### src/mac_regs.vh
// timing constants and field layout for the converter host controller
`ifndef MAC_REGS_VH
`define MAC_REGS_VH
`define MAC_CLK_NS 100
`define MAC_RDONLY_WAIT_NS 655
`define MAC_RDONLY_WAIT_CYC ((`MAC_RDONLY_WAIT_NS + `MAC_CLK_NS - 1) / `MAC_CLK_NS)
`define MAC_RD_GAP_NS 50
`define MAC_RD_GAP_CYC ((`MAC_RD_GAP_NS + `MAC_CLK_NS - 1) / `MAC_CLK_NS)
`define MAC_PIPE_MIN_NS 200
`define MAC_PIPE_MAX_NS 400
`define MAC_PIPE_RD_CYC ((`MAC_PIPE_MIN_NS + `MAC_CLK_NS - 1) / `MAC_CLK_NS)
`define MAC_WR_PULSE_NS 100
`define MAC_WR_PULSE_CYC ((`MAC_WR_PULSE_NS + `MAC_CLK_NS - 1) / `MAC_CLK_NS)
`define MAC_EOC_MAX_NS 520
`define MAC_EOC_MAX_CYC ((`MAC_EOC_MAX_NS + `MAC_CLK_NS - 1) / `MAC_CLK_NS)
`define MAC_FAST_RD_NS 350
`define MAC_FAST_RD_CYC ((`MAC_FAST_RD_NS + `MAC_CLK_NS - 1) / `MAC_CLK_NS)
`define MAC_RD_ACC_NS 100
`define MAC_RD_ACC_CYC ((`MAC_RD_ACC_NS + `MAC_CLK_NS - 1) / `MAC_CLK_NS)
`define MAC_PIPE_DISCARD 2
`define MAC_CNT_W 4
`define MAC_DATA_W 8
`define MAC_FIFO_DEPTH 32
`define MAC_FIFO_AW 5
`define MAC_MODE_RD 2'h0
`define MAC_MODE_PIPE 2'h1
`define MAC_MODE_WRRD 2'h2
`endif

### src/mac_ctrl.v
// host controller that runs the multi-step converter and buffers results
// Contract
// device makes result in two flashes
// device turns thermometer into range code
// device corrects estimate down on overlap
// device corrects estimate errors to sixteen steps
// device decodes estimate with flash bits
// device flash outputs are thermometer coded
// mode pin low read, high write-read
// hold read low until data appears
// device drives done low at end
// host waits gap before next read
// device busy flag low during conversion
// first dual-channel result channel unknown
// pipelined read pulse 200 to 400 ns
// pipelined read returns previous result
// first two pipelined reads are undefined
// write falling edge starts conversion
// done low within 520 ns after write
// host may read 350 ns after write
// early read forces done and data
// fast write-read repeats every 660 ns; host repeats every 1100 ns (11 clocks)
// channel switches only after current conversion
// device drives bus only during read
`include "mac_regs.vh"
`default_nettype none
module mac_fifo #(
	parameter WIDTH = 9,
	parameter DEPTH = 32,
	parameter AW = 5
) (
	input wire clk_in, // clock
	input wire rst_in, // sync reset
	input wire [WIDTH-1:0] wdata_in, // write word
	input wire wvalid_in, // write valid
	output wire wready_out, // not full
	output wire [WIDTH-1:0] rdata_out, // head word
	output wire rvalid_out, // not empty
	input wire rready_in // pop
);
	reg [WIDTH-1:0] mem_ff [0:DEPTH-1];
	reg [AW-1:0] wp_ff;
	reg [AW-1:0] rp_ff;
	reg [AW:0] cnt_ff;
	wire push;
	wire pop;
	assign wready_out = (cnt_ff != DEPTH[AW:0]);
	assign rvalid_out = (cnt_ff != {(AW+1){1'b0}});
	assign push = wvalid_in & wready_out;
	assign pop = rready_in & rvalid_out;
	assign rdata_out = mem_ff[rp_ff];
	always @(posedge clk_in) begin
		if (push) begin
			mem_ff[wp_ff] <= wdata_in;
		end
	end
	always @(posedge clk_in) begin
		if (rst_in) begin
			wp_ff <= {AW{1'b0}};
			rp_ff <= {AW{1'b0}};
			cnt_ff <= {(AW+1){1'b0}};
		end else begin
			if (push) begin
				wp_ff <= wp_ff + 1'b1;
			end
			if (pop) begin
				rp_ff <= rp_ff + 1'b1;
			end
			if (push & ~pop) begin
				cnt_ff <= cnt_ff + 1'b1;
			end else if (pop & ~push) begin
				cnt_ff <= cnt_ff - 1'b1;
			end
		end
	end
endmodule

module mac_ctrl (
	input wire CLK_IN, // 10 MHz clock
	input wire RST_IN, // sync reset, high
	input wire START_IN, // request one conversion
	input wire [1:0] MODE_SEL_IN, // 0 read, 1 pipelined, 2 write-read
	input wire CHAN_IN, // channel address wanted
	input wire FAST_IN, // write-read: read without waiting for done
	output reg BUSY_OUT, // sequence in progress
	output reg CS_N_OUT, // chip select, low
	output reg RD_N_OUT, // read strobe, low
	output reg WR_N_OUT, // write strobe, low
	output reg MODE_PIN_OUT, // converter mode pin
	output reg CHANNEL_ADDRESS_OUT, // multiplexer address
	input wire [7:0] RESULT_BUS_IN, // converter data bus
	input wire DONE_N_IN, // end of conversion, low
	input wire RDY_IN, // open-drain ready level
	output reg RDY_OE_OUT, // never drives ready, always low
	output reg [8:0] RES_DATA_OUT, // {channel, result}
	output reg RES_VALID_OUT, // result available
	input wire RES_READY_IN // result taken
);
	localparam S_IDLE = 6'h01;
	localparam S_RDLOW = 6'h02;
	localparam S_WRLOW = 6'h04;
	localparam S_WAIT = 6'h08;
	localparam S_RDACC = 6'h10;
	localparam S_GAP = 6'h20;
	reg [5:0] st_ff;
	reg [5:0] nxt_st;
	reg [`MAC_CNT_W-1:0] cnt_ff;
	reg [`MAC_CNT_W-1:0] nxt_cnt;
	reg [1:0] mode_ff;
	reg [1:0] pipe_seen_ff;
	reg chan_ff;
	reg chan_prev_ff;
	reg first_ff;
	reg push_ff;
	reg [8:0] push_data_ff;
	wire fifo_ready;
	wire fifo_vld;
	wire [8:0] fifo_data;
	wire fifo_pop;
	// cycle counts are small; only the counter's low bits are kept
	localparam C_WAIT_I = `MAC_RDONLY_WAIT_CYC;
	localparam C_GAP_I = `MAC_RD_GAP_CYC;
	localparam C_PIPE_I = `MAC_PIPE_RD_CYC;
	localparam C_WR_I = `MAC_WR_PULSE_CYC;
	localparam C_EOC_I = `MAC_EOC_MAX_CYC;
	localparam C_FAST_I = `MAC_FAST_RD_CYC;
	localparam C_ACC_I = `MAC_RD_ACC_CYC;
	wire [`MAC_CNT_W-1:0] c_wait = C_WAIT_I[`MAC_CNT_W-1:0];
	wire [`MAC_CNT_W-1:0] c_gap = C_GAP_I[`MAC_CNT_W-1:0];
	wire [`MAC_CNT_W-1:0] c_pipe = C_PIPE_I[`MAC_CNT_W-1:0];
	wire [`MAC_CNT_W-1:0] c_wr = C_WR_I[`MAC_CNT_W-1:0];
	wire [`MAC_CNT_W-1:0] c_eoc = C_EOC_I[`MAC_CNT_W-1:0];
	wire [`MAC_CNT_W-1:0] c_fast = C_FAST_I[`MAC_CNT_W-1:0];
	wire [`MAC_CNT_W-1:0] c_acc = C_ACC_I[`MAC_CNT_W-1:0];
	assign fifo_pop = fifo_vld && (!RES_VALID_OUT || RES_READY_IN);
	wire cnt_done = (cnt_ff == {`MAC_CNT_W{1'b0}});

	always @* begin
		nxt_st = st_ff;
		nxt_cnt = cnt_ff;
		if (!cnt_done) begin
			nxt_cnt = cnt_ff - 1'b1;
		end
		case (st_ff)
		S_IDLE: begin
			// stall while the result buffer is full
			if (START_IN && fifo_ready) begin
				if (MODE_SEL_IN == `MAC_MODE_WRRD) begin
					// write edge starts
					nxt_st = S_WRLOW;
					nxt_cnt = c_wr;
				end else begin
					nxt_st = S_RDLOW;
					// pipelined pulse width
					nxt_cnt = (MODE_SEL_IN == `MAC_MODE_PIPE) ? c_pipe : c_wait;
				end
			end
		end
		S_RDLOW: begin
			// hold read until data
			// ready high acknowledges transfer
			if (cnt_done && (mode_ff == `MAC_MODE_PIPE ||
				(!DONE_N_IN && RDY_IN))) begin
				nxt_st = S_GAP;
				nxt_cnt = c_gap;
			end
		end
		S_WRLOW: begin
			if (cnt_done) begin
				nxt_st = S_WAIT;
				// early read option
				nxt_cnt = FAST_IN ? c_fast - 1'b1 : c_eoc;
			end
		end
		S_WAIT: begin
			// done bounded wait
			if (cnt_done || (!FAST_IN && !DONE_N_IN)) begin
				nxt_st = S_RDACC;
				nxt_cnt = c_acc;
			end
		end
		S_RDACC: begin
			// early read yields data
			// fast path read access
			if (cnt_done) begin
				nxt_st = S_GAP;
				nxt_cnt = c_gap;
			end
		end
		S_GAP: begin
			// spacing between reads
			if (cnt_done) begin
				nxt_st = S_IDLE;
			end
		end
		default: begin
			nxt_st = S_IDLE;
		end
		endcase
	end

	wire capture = ((st_ff == S_RDLOW) || (st_ff == S_RDACC)) &&
		(nxt_st == S_GAP);

	always @(posedge CLK_IN) begin
		if (RST_IN) begin
			st_ff <= S_IDLE;
			cnt_ff <= {`MAC_CNT_W{1'b0}};
			mode_ff <= `MAC_MODE_RD;
			pipe_seen_ff <= 2'h0;
			chan_ff <= 1'b0;
			chan_prev_ff <= 1'b0;
			first_ff <= 1'b1;
			push_ff <= 1'b0;
			push_data_ff <= 9'h000;
			BUSY_OUT <= 1'b0;
			CS_N_OUT <= 1'b1;
			RD_N_OUT <= 1'b1;
			WR_N_OUT <= 1'b1;
			MODE_PIN_OUT <= 1'b0;
			CHANNEL_ADDRESS_OUT <= 1'b0;
			RDY_OE_OUT <= 1'b0;
		end else begin
			st_ff <= nxt_st;
			cnt_ff <= nxt_cnt;
			push_ff <= 1'b0;
			RDY_OE_OUT <= 1'b0;
			BUSY_OUT <= (nxt_st != S_IDLE);
			if (st_ff == S_IDLE && nxt_st != S_IDLE) begin
				mode_ff <= MODE_SEL_IN;
				// mode pin level
				MODE_PIN_OUT <= (MODE_SEL_IN == `MAC_MODE_WRRD);
				chan_prev_ff <= chan_ff;
				chan_ff <= CHAN_IN;
				CHANNEL_ADDRESS_OUT <= CHAN_IN;
			end
			CS_N_OUT <= (nxt_st == S_IDLE) || (nxt_st == S_GAP);
			RD_N_OUT <= !((nxt_st == S_RDLOW) || (nxt_st == S_RDACC));
			WR_N_OUT <= !(nxt_st == S_WRLOW);
			if (capture) begin
				first_ff <= 1'b0;
				if (mode_ff == `MAC_MODE_PIPE) begin
					// drop first two reads
					if (pipe_seen_ff != `MAC_PIPE_DISCARD) begin
						pipe_seen_ff <= pipe_seen_ff + 1'b1;
					end else begin
						push_ff <= 1'b1;
					end
					// data is previous conversion
					push_data_ff <= {chan_prev_ff, RESULT_BUS_IN};
				end else begin
					// first result channel unknown, dropped
					push_ff <= !first_ff;
					push_data_ff <= {chan_ff, RESULT_BUS_IN};
				end
			end
		end
	end

	// result ports on flops; this stage adds one word of room
	always @(posedge CLK_IN) begin
		if (RST_IN) begin
			RES_VALID_OUT <= 1'b0;
			RES_DATA_OUT <= 9'h000;
		end else if (fifo_pop) begin
			RES_VALID_OUT <= 1'b1;
			RES_DATA_OUT <= fifo_data;
		end else if (RES_READY_IN) begin
			RES_VALID_OUT <= 1'b0;
		end
	end

	mac_fifo #(
		.WIDTH(9),
		.DEPTH(`MAC_FIFO_DEPTH),
		.AW(`MAC_FIFO_AW)
	) u_fifo (
		.clk_in(CLK_IN),
		.rst_in(RST_IN),
		.wdata_in(push_data_ff),
		.wvalid_in(push_ff),
		.wready_out(fifo_ready),
		.rdata_out(fifo_data),
		.rvalid_out(fifo_vld),
		.rready_in(fifo_pop)
	);
endmodule
`default_nettype wire

### config.mk
export PLATFORM = sky130hd
export DESIGN_NAME = mac_ctrl
export DESIGN_NICKNAME = d
export VERILOG_FILES = /design/src/mac_ctrl.v
export VERILOG_INCLUDE_DIRS = /design/src
export SDC_FILE = /design/constraint.sdc
export NUM_CORES = 1
export LEC_CHECK = 0
export BUFFER_PORTS_ARGS = -buffer_cell sky130_fd_sc_hd__buf_2
export CELL_PAD_IN_SITES_DETAIL_PLACEMENT = 1
export CELL_PAD_IN_SITES_GLOBAL_PLACEMENT = 1
export CORE_MARGIN = 2
export CORE_UTILIZATION = 53
export DETAILED_ROUTE_END_ITERATION = 6
export PLACE_DENSITY = 0.78
export SLEW_MARGIN = 20
export SYNTH_ARGS = -nofsm -noshare
export SYNTH_HDL_FRONTEND = slang
export SYNTH_SLANG_ARGS = --single-unit
export TNS_END_PERCENT = 10
### constraint.sdc
create_clock -name CLK_IN -period 4.4 [get_ports CLK_IN]
set_input_delay 1.32 -clock CLK_IN [delete_from_list [all_inputs] [get_ports CLK_IN]]
set_output_delay 1.32 -clock CLK_IN [all_outputs]
set_load 0.01 [all_outputs]
# == Word level (Yosys, flattened, before mapping) ==
# Memory sizes are Yosys's and may differ from the RTL's. A register that Yosys moved wholly into a read port is not among the register bits.
# Index checks and enable logic that the tools add are counted.
# op_classes
n_eq_ne,17
mux,27
n_reduce_logical,25
n_addsub,6
bitwise,7
# op_table
op,count
6-bit two-way mux,8
6-bit one-hot mux with 6 select lines,1
4-bit two-way mux,6
4-bit one-hot mux with 5 select lines,1
6-bit by 1-bit == test with 1-bit output (second input constant),2
6-bit by 2-bit == test with 1-bit output (second input constant),2
6-bit by 3-bit == test with 1-bit output (second input constant),2
6-bit by 5-bit == test with 1-bit output (second input constant),2
6-bit == test (second input constant),2
3-bit two-way mux,4
5-bit by 1-bit adder with 5-bit output (second input constant),2
9-bit two-way mux,1
1-bit logical AND,7
6-bit by 1-bit adder with 6-bit output (second input constant),1
6-bit by 4-bit == test with 1-bit output (second input constant),1
1-bit zero test,6
1-bit logical OR,6
1-bit two-way mux,6
6-bit by 1-bit inequality test with 1-bit output (second input constant),1
6-bit inequality test (second input constant),1
6-bit nonzero test,1
6-bit by 1-bit subtractor with 6-bit output (second input constant),1
1-bit bitwise AND,4
2-bit by 1-bit == test with 1-bit output (second input constant),2
other kinds (9),12
# word_totals
inputBits,18
ram_bits,288
wordCells,101
regBits,49
out_inout_bits,17
mem_count,1
# mem_list
name,depth,width,read_ports,rd_ports_with_merged_regs,write_ports,line,source
u_fifo.mem_ff,32,9,1,1,1,mac_ctrl.v:41,reg [WIDTH-1:0] mem_ff [0:DEPTH-1];

# == Longest topological paths before layout ==
# Gate-level depths: netlist of run 1.
# logic_depth
ltp_word,10
mapped_depth,12
ltp_nobuf,11

# == Modules after synthesis ==
# A second synthesis of run 1 with hierarchy kept.
# hier_totals
cells_unflattened,902
area_unflattened_um2,14209.9
# by_module_without_submodules
module,seq_area_each_um2,instances,area_each_um2,cells_each
mac_fifo,9068.7,1,12293.0,681
mac_ctrl,840.8,1,1916.8,221

# == Worst setup path after synthesis of run 1 ==
# No wires, ideal clock.
# synth_timing
path_kind,input-to-reg
start,in RES_READY_IN
end,reg u_fifo.cnt_ff[4]
slack_ns,0.868
setup_time_ns,0.070
required_ns,4.330
path_stages,12
n_path_buf,1
arrival_ns,3.461
path_cell_list,nand2b_1 -> o31a_1 -> clkbuf_1 -> inv_1 -> ha_1 -> inv_1 -> ha_1 -> nor2b_1 -> o21a_1 -> o21ai_0 -> or3b_2 -> a21oi_1
# synth_between
elab_chain_cells,6
word_cells_on_any_way,8
cone_classes,1 x mux; 4 x bitwise; 3 x reduce/logical
# synth_rtl
element,line,source
from (decl),mac_ctrl.v:97,input wire RES_READY_IN
1-bit logical OR *,mac_ctrl.v:135,assign fifo_pop = fifo_vld && (!RES_VALID_OUT || RES_READY_IN);
1-bit logical AND *,mac_ctrl.v:135,
1-bit bitwise AND *,mac_ctrl.v:50,assign pop = rready_in & rvalid_out;
1-bit NOT,mac_ctrl.v:69,if (push & ~pop) begin
1-bit bitwise AND,mac_ctrl.v:69,
6-bit two-way mux or 2-bit nonzero test (tied branches),--,
to (signal assigned),mac_ctrl.v:61,cnt_ff <= {(AW+1){1'b0}};
to (signal assigned),mac_ctrl.v:70,cnt_ff <= cnt_ff + 1'b1;
to (signal assigned),mac_ctrl.v:72,cnt_ff <= cnt_ff - 1'b1;
to (decl),mac_ctrl.v:44,reg [AW:0] cnt_ff;
# Mark *: on every way between the ends. The rest lies on a longest branch, timed or not.
# A chain may end at the register's enable or synchronous reset.

# == Final worst setup path of run 1 ==
# layout_timing
start,reg u_fifo.cnt_ff[1]
end,reg u_fifo.cnt_ff[4]
# layout_between
elab_chain_cells,6
word_cells_on_any_way,14
cone_classes,2 x add/sub; 1 x eq/ne; 2 x mux; 6 x bitwise; 3 x reduce/logical
# layout_rtl
element
branches (longest 6 deep; another with 6-bit by 1-bit subtractor with 6-bit output)
# Several ways; the timed one is not identified. The select of a mux whose other input is x is not followed.

==> results of run 1 <==
cell usage in the layout (no fill, tap or decap), types with 4 or more instances in the layout:
cell,netlist,final
clkbuf_1,25,5
mux2i_1,44,44
a32o_1,9,9
edfxtp_1,288,288
clkinv_2,0,5
clkbuf_16,0,38
a211oi_1,12,12
nand4_1,4,4
mux2_2,6,6
clkinvlp_4,0,4
ha_1,15,15
mux4_2,54,54
or3_1,4,4
bufinv_16,0,4
inv_1,20,20
nor3_1,9,9
a21oi_1,30,30
nand2_1,43,43
xor2_1,8,8
nand2b_1,5,5
buf_4,3,15
a21o_1,5,5
nor2b_1,4,4
nand3_1,8,8
a22oi_1,18,18
xnor2_1,6,6
dfxtp_1,58,54
or3b_2,4,4
o221ai_1,6,6
o21ai_0,9,9
o22ai_1,8,8
buf_2,11,33
nor2_1,68,68
nand3b_1,5,5
final timing paths:
| kind | start | to | slack, ns | depth (start not counted) |
|---|---|---|---|---|
| max | u_fifo.cnt_ff[1]$_SDFFE_PP0P_ | u_fifo.cnt_ff[4]$_SDFFE_PP0P_ | 0.98 | 11 |
| max reg2reg | u_fifo.cnt_ff[1]$_SDFFE_PP0P_ | u_fifo.cnt_ff[4]$_SDFFE_PP0P_ | 0.98 | 11 |
| min reg2reg | first_ff$_SDFFE_PP1N_ | push_ff$_SDFF_PP0_ | 0.47 | 1 |
| min | first_ff$_SDFFE_PP1N_ | push_ff$_SDFF_PP0_ | 0.47 | 1 |
state kept, by name, summed over array words and instances, names as in the netlist, 2 cells and up:
name and count:
pipe_seen_ff 2, cnt_ff 4, mode_ff 2, st_ff 6, u_fifo.cnt_ff 6, u_fifo.mem_ff 288, RES_DATA_OUT 9, u_fifo.rp_ff 5
u_fifo.wp_ff 5, push_data_ff 9
per-layer routing:
| layer | wire (um) | up-vias | share of wire, % |
|---|---|---|---|
| li1 | - | 3407 | - |
| met1 | 13750 | 3981 | 41 |
| met2 | 16350 | 275 | 49 |
| met3 | 2254 | 60 | 6.8 |
| met4 | 992 | 0 | 3.0 |
| met5 | 0 | - | 0 |
cells by family (layout without fill, tap and decap cells):
| logic type | count (synthesis) | after routing | synth area share (%) |
|---|---|---|---|
| xor gates and xnor gates | 14 | 14 | 0.8796 |
| and+or+nand+nor | 177 | 177 | 6.345 |
| muxes | 104 | 104 | 12.37 |
| adders and majority gates | 16 | 16 | 1.490 |
| buffers and inverters | 68 | 132 | 2.118 |
| other | 1 | 1 | 0.02690 |
| DFF | 346 | 346 | 70.36 |
| AOI/OAI and AO/OA | 121 | 121 | 6.408 |
critical path, delay by kind of cell (launching register included):
kind	cells	cell delay, ns
fa+ha+maj	2	0.61
flops	1	0.35
buf+inv	2	0.27
compound gates	4	0.86
simple gates	3	1.26
power groups by stage:
| stage | clock network (mW) | registers, mW | logic, mW |
|---|---|---|---|
| after floorplan | 0 | 3.71 | 1.36 |
| after global placement | 0 | 3.90 | 1.49 |
| after detailed placement | 0 | 3.91 | 1.57 |
| after CTS | 3.16 | 3.84 | 1.58 |
| after global routing | 3.30 | 3.87 | 1.71 |
| final | 3.14 | 3.84 | 1.58 |
metrics by stage:
stage / area (sq um) / instances / power [mW] / setup slack (ns) / hold WS [ns]
finish: 15650 / 1246 / 8.557 / 0.9810 / 0.4730
floorplan: 13940 / 847 / 5.077 / 0.8682 / 0.4373
global route: 15650 / 1246 / 8.872 / 0.8036 / 0.4965
CTS: 15650 / 1246 / 8.589 / 1.007 / 0.4782
global placement: 14420 / 1182 / 5.385 / 0.7483 / 0.4525
detailed placement: 14420 / 1182 / 5.478 / 0.5798 / 0.4677
area by class of cell:
type | count | area [sq um] | area share (%)
timing repair buffer | 48 | 277.8 | 1.775
clock inverter | 18 | 216.5 | 1.383
sequential | 346 | 9817 | 62.72
tap | 335 | 419.2 | 2.678
inverter | 20 | 75.07 | 0.4796
multi-input combinational | 433 | 3836 | 24.51
clock buffer | 46 | 1011 | 6.459
==> flow_summary.toml, run 1 <==
[die]
core_area_sq_um = 25910
rows = 59
die_w_um = 166.2
ios = 35
initial_core_util_pct = 53.80
die-area_sq_um = 27620
die_y_um = 166.2

[timing]
slew_viol_final = 0
post-route-period-util_pct = 77.70
post-route-min-period_ns = 3.419
relSlewSlack_pct = 28.51
hold_viol_final = 0
setup-tns-final_ns = 0
tightestPinTransition_ns = 1.058
setup_violations = 0
skew_ns = 0.02377
fmax_ghz = 0.2925
rsz0062_at_grt = "no"

[routing]
drt_wl_total_mm = 33.35
drt-pass1-iter-count = 5
wl_per_cell_um = 26.76
vias_per_cell = 6.198
ant_nets = 0
drt_iter0_drc = 809
num_vias = 7723
drc = 0

[hold_path]
holdCritPathClass = "flip-flop to flip-flop"

[synth]
synth_edf_count = 288
ys_top_cells_by_count = "288 x edfxtp_1, 68 x nor2_1, 58 x dfxtp_1, 54 x mux4_2, 44 x mux2i_1"
yosysTopAreaCellShare_pct = 62.04
ys_seq_area_share_pct = 70.36
ys.flop_type = "edfxtp_1"
postSynthAreaPerCell_sq_um = 16.46
synth_nets = 881
ys_ff_latch = 346
yosysMostFrequentCell = "edfxtp_1"
yosys_warnings = 0
synthCells = 847
async_flop_share_pct = 0
syn_area_sq_um = 13940
yosysTopAreaCell = "edfxtp_1"
synth_area_leaders = "edfxtp_1 62%, mux4_2 8.7%, dfxtp_1 8.3%, mux2i_1 3.2%, nor2_1 1.8%"
ys_types = 63

[global_routing]
met2_usage_pct = 40.41
use_met3_pct = 5.219
grt_use_total_pct = 24.49
grt_pass1_vias = 8229
overflow = 0
grt-busiest-layer = "met2"
grt_pass1_wl_mm = 50.89
grt_max_degree = 56
antenna_found_initial = 0
grt_use_met1_pct = 32.84

[layout]
fillCellCount = 2289
diodes = 0
synthToLayoutAreaGrowth_pct = 12.28
nNetsFinal = 919
fin_util_pct = 60.41
drive_above_1_share_pct = 20.64

[clocking]
clk_path_buf_depth = 3
htreeDepth = 2
clk_latency_ns = 0.53
cts_tree = "yes"
post_cts.repair.setup_buffers = 0
cts_resized = 0
clk_pin_slew_ns = 0.07
hold_buffers = 0
cts.root.buffer_cell = "clkbuf_16"
cts_buffers = 36
clock-sinks = 346

[placed_design]
place_congestion = 0.8747
place_hpwl_mm = 21.05
port-buffer-count = 33

[pwr]
p_comb_share_pct = 18.4
p_clk_share_pct = 36.7
p_int_mw = 6.230
power_density_nw_per_um2 = 546.7
irDropWorstVdd_mv = 0.4284
switching_share_pct = 27.19
leakage_nw = 5.329
power.switching_mw = 2.327
p_seq_share_pct = 44.9

[critical_path]
slowest_stage = "or4_1"
crit_path_max_incr_delay_ns = 0.65
critPathMaxFanout = 7
worstSetupStartpointType = "flip-flop"
crit_type = "flip-flop to flip-flop"
arrival_ns = 3.87
required_ns = 4.85
crit_chain = "or4_1, o31a_1, inv_1, ha_1, inv_1, ha_1, nor2b_1, o21a_1, o21ai_0, or3b_2, a21oi_1"
end_kind = "flip-flop"

[run_status]
outcome = "complete, no violations"

[run]
max_cap_viol_count = 0
Power figures use the tool's default switching activity.
==> inputs of run 2 (changes only) <==
- clock period: 4.4 -> 3.3 ns (I/O delays scaled with it)
==> run 2 against run 1 <==
Cell count up 0.32%. Largest power group unchanged. Clock power up 23%. Clock skew shrank 0.0022 ns.
==> flow_summary.toml, run 2 (synthesized netlist as in run 1, its figures left out) <==
[run_status]
outcome = "complete, no violations"

[timing]
skew_ns = 0.02160
post-route-min-period_ns = 3.165
slew_viol_final = 0
setup-tns-final_ns = 0
hold_viol_final = 0
post-route-period-util_pct = 95.91
tightestPinTransition_ns = 1.068
relSlewSlack_pct = 27.81
fmax_ghz = 0.3160
rsz0062_at_grt = "no"
fin_hold_ws_ns = 0.4864
setup_violations = 0

[layout]
diodes = 0
layout_commonest_cell = "edfxtp_1"
drive_above_1_share_pct = 20.66
final_cell_mix = "288 x edfxtp_1, 68 x nor2_1, 54 x mux4_2, 53 x dfxtp_1, 44 x mux2i_1"
nNetsFinal = 923
stdcell_area_sq_um = 15620
largest_reg_flops = 288
synthToLayoutAreaGrowth_pct = 12.06
largest_registers = "u_fifo.mem_ff (288), RES_DATA_OUT (9), push_data_ff (9)"
top_register = "u_fifo.mem_ff"

[clocking]
clk_path_buf_depth = 3
post_cts.repair.setup_buffers = 0
cts_buffers = 37
cts.root.buffer_cell = "clkbuf_16"
cts_tree = "yes"
clk_pin_slew_ns = 0.06
htreeDepth = 2
clock-sinks = 346
clk_latency_ns = 0.53
hold_buffers = 0

[hold_path]
min_to = "RES_DATA_OUT[3]$_SDFFE_PP0P_"
worstHoldStart = "RES_DATA_OUT[3]$_SDFFE_PP0P_"
holdCritPathClass = "flip-flop to flip-flop"
whs_path_depth = 1

[routing]
drt_iter0_drc = 735
vias_per_cell = 6.226
wl_met2_mm = 16.50
drt-pass1-iter-count = 5
drt_wl_total_mm = 33.30
route.met3.wl_mm = 1.934
wl_per_cell_um = 26.64
num_vias = 7782
drc = 0
met1_length_mm = 13.69
ant_nets = 0
top_layer = "met4"

[global_routing]
grt_use_total_pct = 24.73
grt_pass1_vias = 8396
grt_pass1_wl_mm = 51.21
antenna_found_initial = 0
grt_max_degree = 60
overflow = 0

[critical_path]
end_kind = "flip-flop"
crit_type = "flip-flop to flip-flop"
r2r_end = "u_fifo.cnt_ff[5]$_SDFFE_PP0P_"
reg2reg_depth = 11
arrival_ns = 3.57
worstReg2RegStart = "u_fifo.cnt_ff[1]$_SDFFE_PP0P_"
startpoint = "u_fifo.cnt_ff[1]$_SDFFE_PP0P_"
cp_common_cell = "inv_1"
required_ns = 3.70
slowest_stage = "or4_4"
critPathMaxFanout = 5
crit_chain = "or4_4, o31a_1, inv_1, ha_2, inv_1, ha_1, a21o_1, a21oi_2, nand4b_1, nand4_1, mux2_2"
worstSetupStartpointType = "flip-flop"
regToRegSetupSlack_ns = 0.13
crit_path_max_incr_delay_ns = 0.58

[pwr]
power_density_nw_per_um2 = 712.8
irDropWorstVdd_mv = 0.4884
leakage_nw = 5.173
power_mw = 11.14

[die]
die_y_um = 166.2
die-area_sq_um = 27620
rows = 59
core_area_sq_um = 25910
initial_core_util_pct = 53.80
die_w_um = 166.2
ios = 35

[placed_design]
place_hpwl_mm = 21.49
placed_area_sq_um = 14470
place_congestion = 0.8223
port-buffer-count = 33

[run]
max_cap_viol_count = 0
[run 2: cell types whose count changed in the layout (fill, tap and decap cells not counted), sizes merged]
cell	previous run	this run
buf	48	51
bufinv	4	1
clkbuf	46	50
clkinv	8	11
clkinvlp	4	2
inv	22	21
[run 2: report_power, final]
group	switching (mW)	total [mW]	internal (mW)
clock	1.62	3.86	2.24
combinational	1.29	2.34	1.05
sequential	0.141	4.94	4.80
[run 2: worst max-delay path: cells and delay by family (launching register included)]
family	cells	cell delay (ns)
AO/OA/AOI/OAI	3	0.70
adder cells (fa/ha/maj)	2	0.56
buffers and inverters	2	0.24
flip-flops	1	0.34
multiplexers	1	0.30
AND/OR/NAND/NOR	3	0.90
[run 2: worst max path at each step]
stage / to / slack (ns) / cells after the start
after floorplan: u_fifo.cnt_ff[4]$_SDFFE_PP0P_ / 0.1 / 12
after global placement: u_fifo.cnt_ff[4]$_SDFFE_PP0P_ / 0.13 / 12
after CTS: u_fifo.cnt_ff[4]$_SDFFE_PP0P_ / 0.004 / 11
final: u_fifo.cnt_ff[5]$_SDFFE_PP0P_ / 0.13 / 11
after global routing: u_fifo.cnt_ff[5]$_SDFFE_PP0P_ / 0.007 / 11
after detailed placement: u_fifo.cnt_ff[4]$_SDFFE_PP0P_ / -0.06 / 12
[run 2: routing by layer]
layer | GRT usage, % | vias to the layer above
met2 | 41.11 | 275
met1 | 33.00 | 4017
met3 | 4.457 | 83
li1 | - | 3407
met5 | 0 | -
met4 | 9.112 | 0
[run 2: final cells by class]
class                      count  area, sq um
tap                          335        419.2
multi-input combinational    433         3861
clock inverter                15        106.4
clock buffer                  50         1017
fill                        2294        10290
inverter                      20        75.07
sequential                   346         9818
timing repair buffer          51        325.3
[run 2: timing repair]
| item | CTS | global route |
|---|---|---|
| gates cloned | 0 | 0 |
| setup endpoints to repair | 1 | 2 |
| resized for setup | 1 | 3 |
[run 2: metrics by stage]
step / instances / utilization [%] / setup slack [ns]
after floorplan: 847 / - / 0.09824
after global placement: 1185 / 55.85 / 0.1267
after detailed placement: 1185 / 55.85 / -0.06163
after CTS: 1250 / 60.21 / 0.004178
after global routing: 1250 / 60.29 / 0.007069
final: 1250 / 60.29 / 0.1350
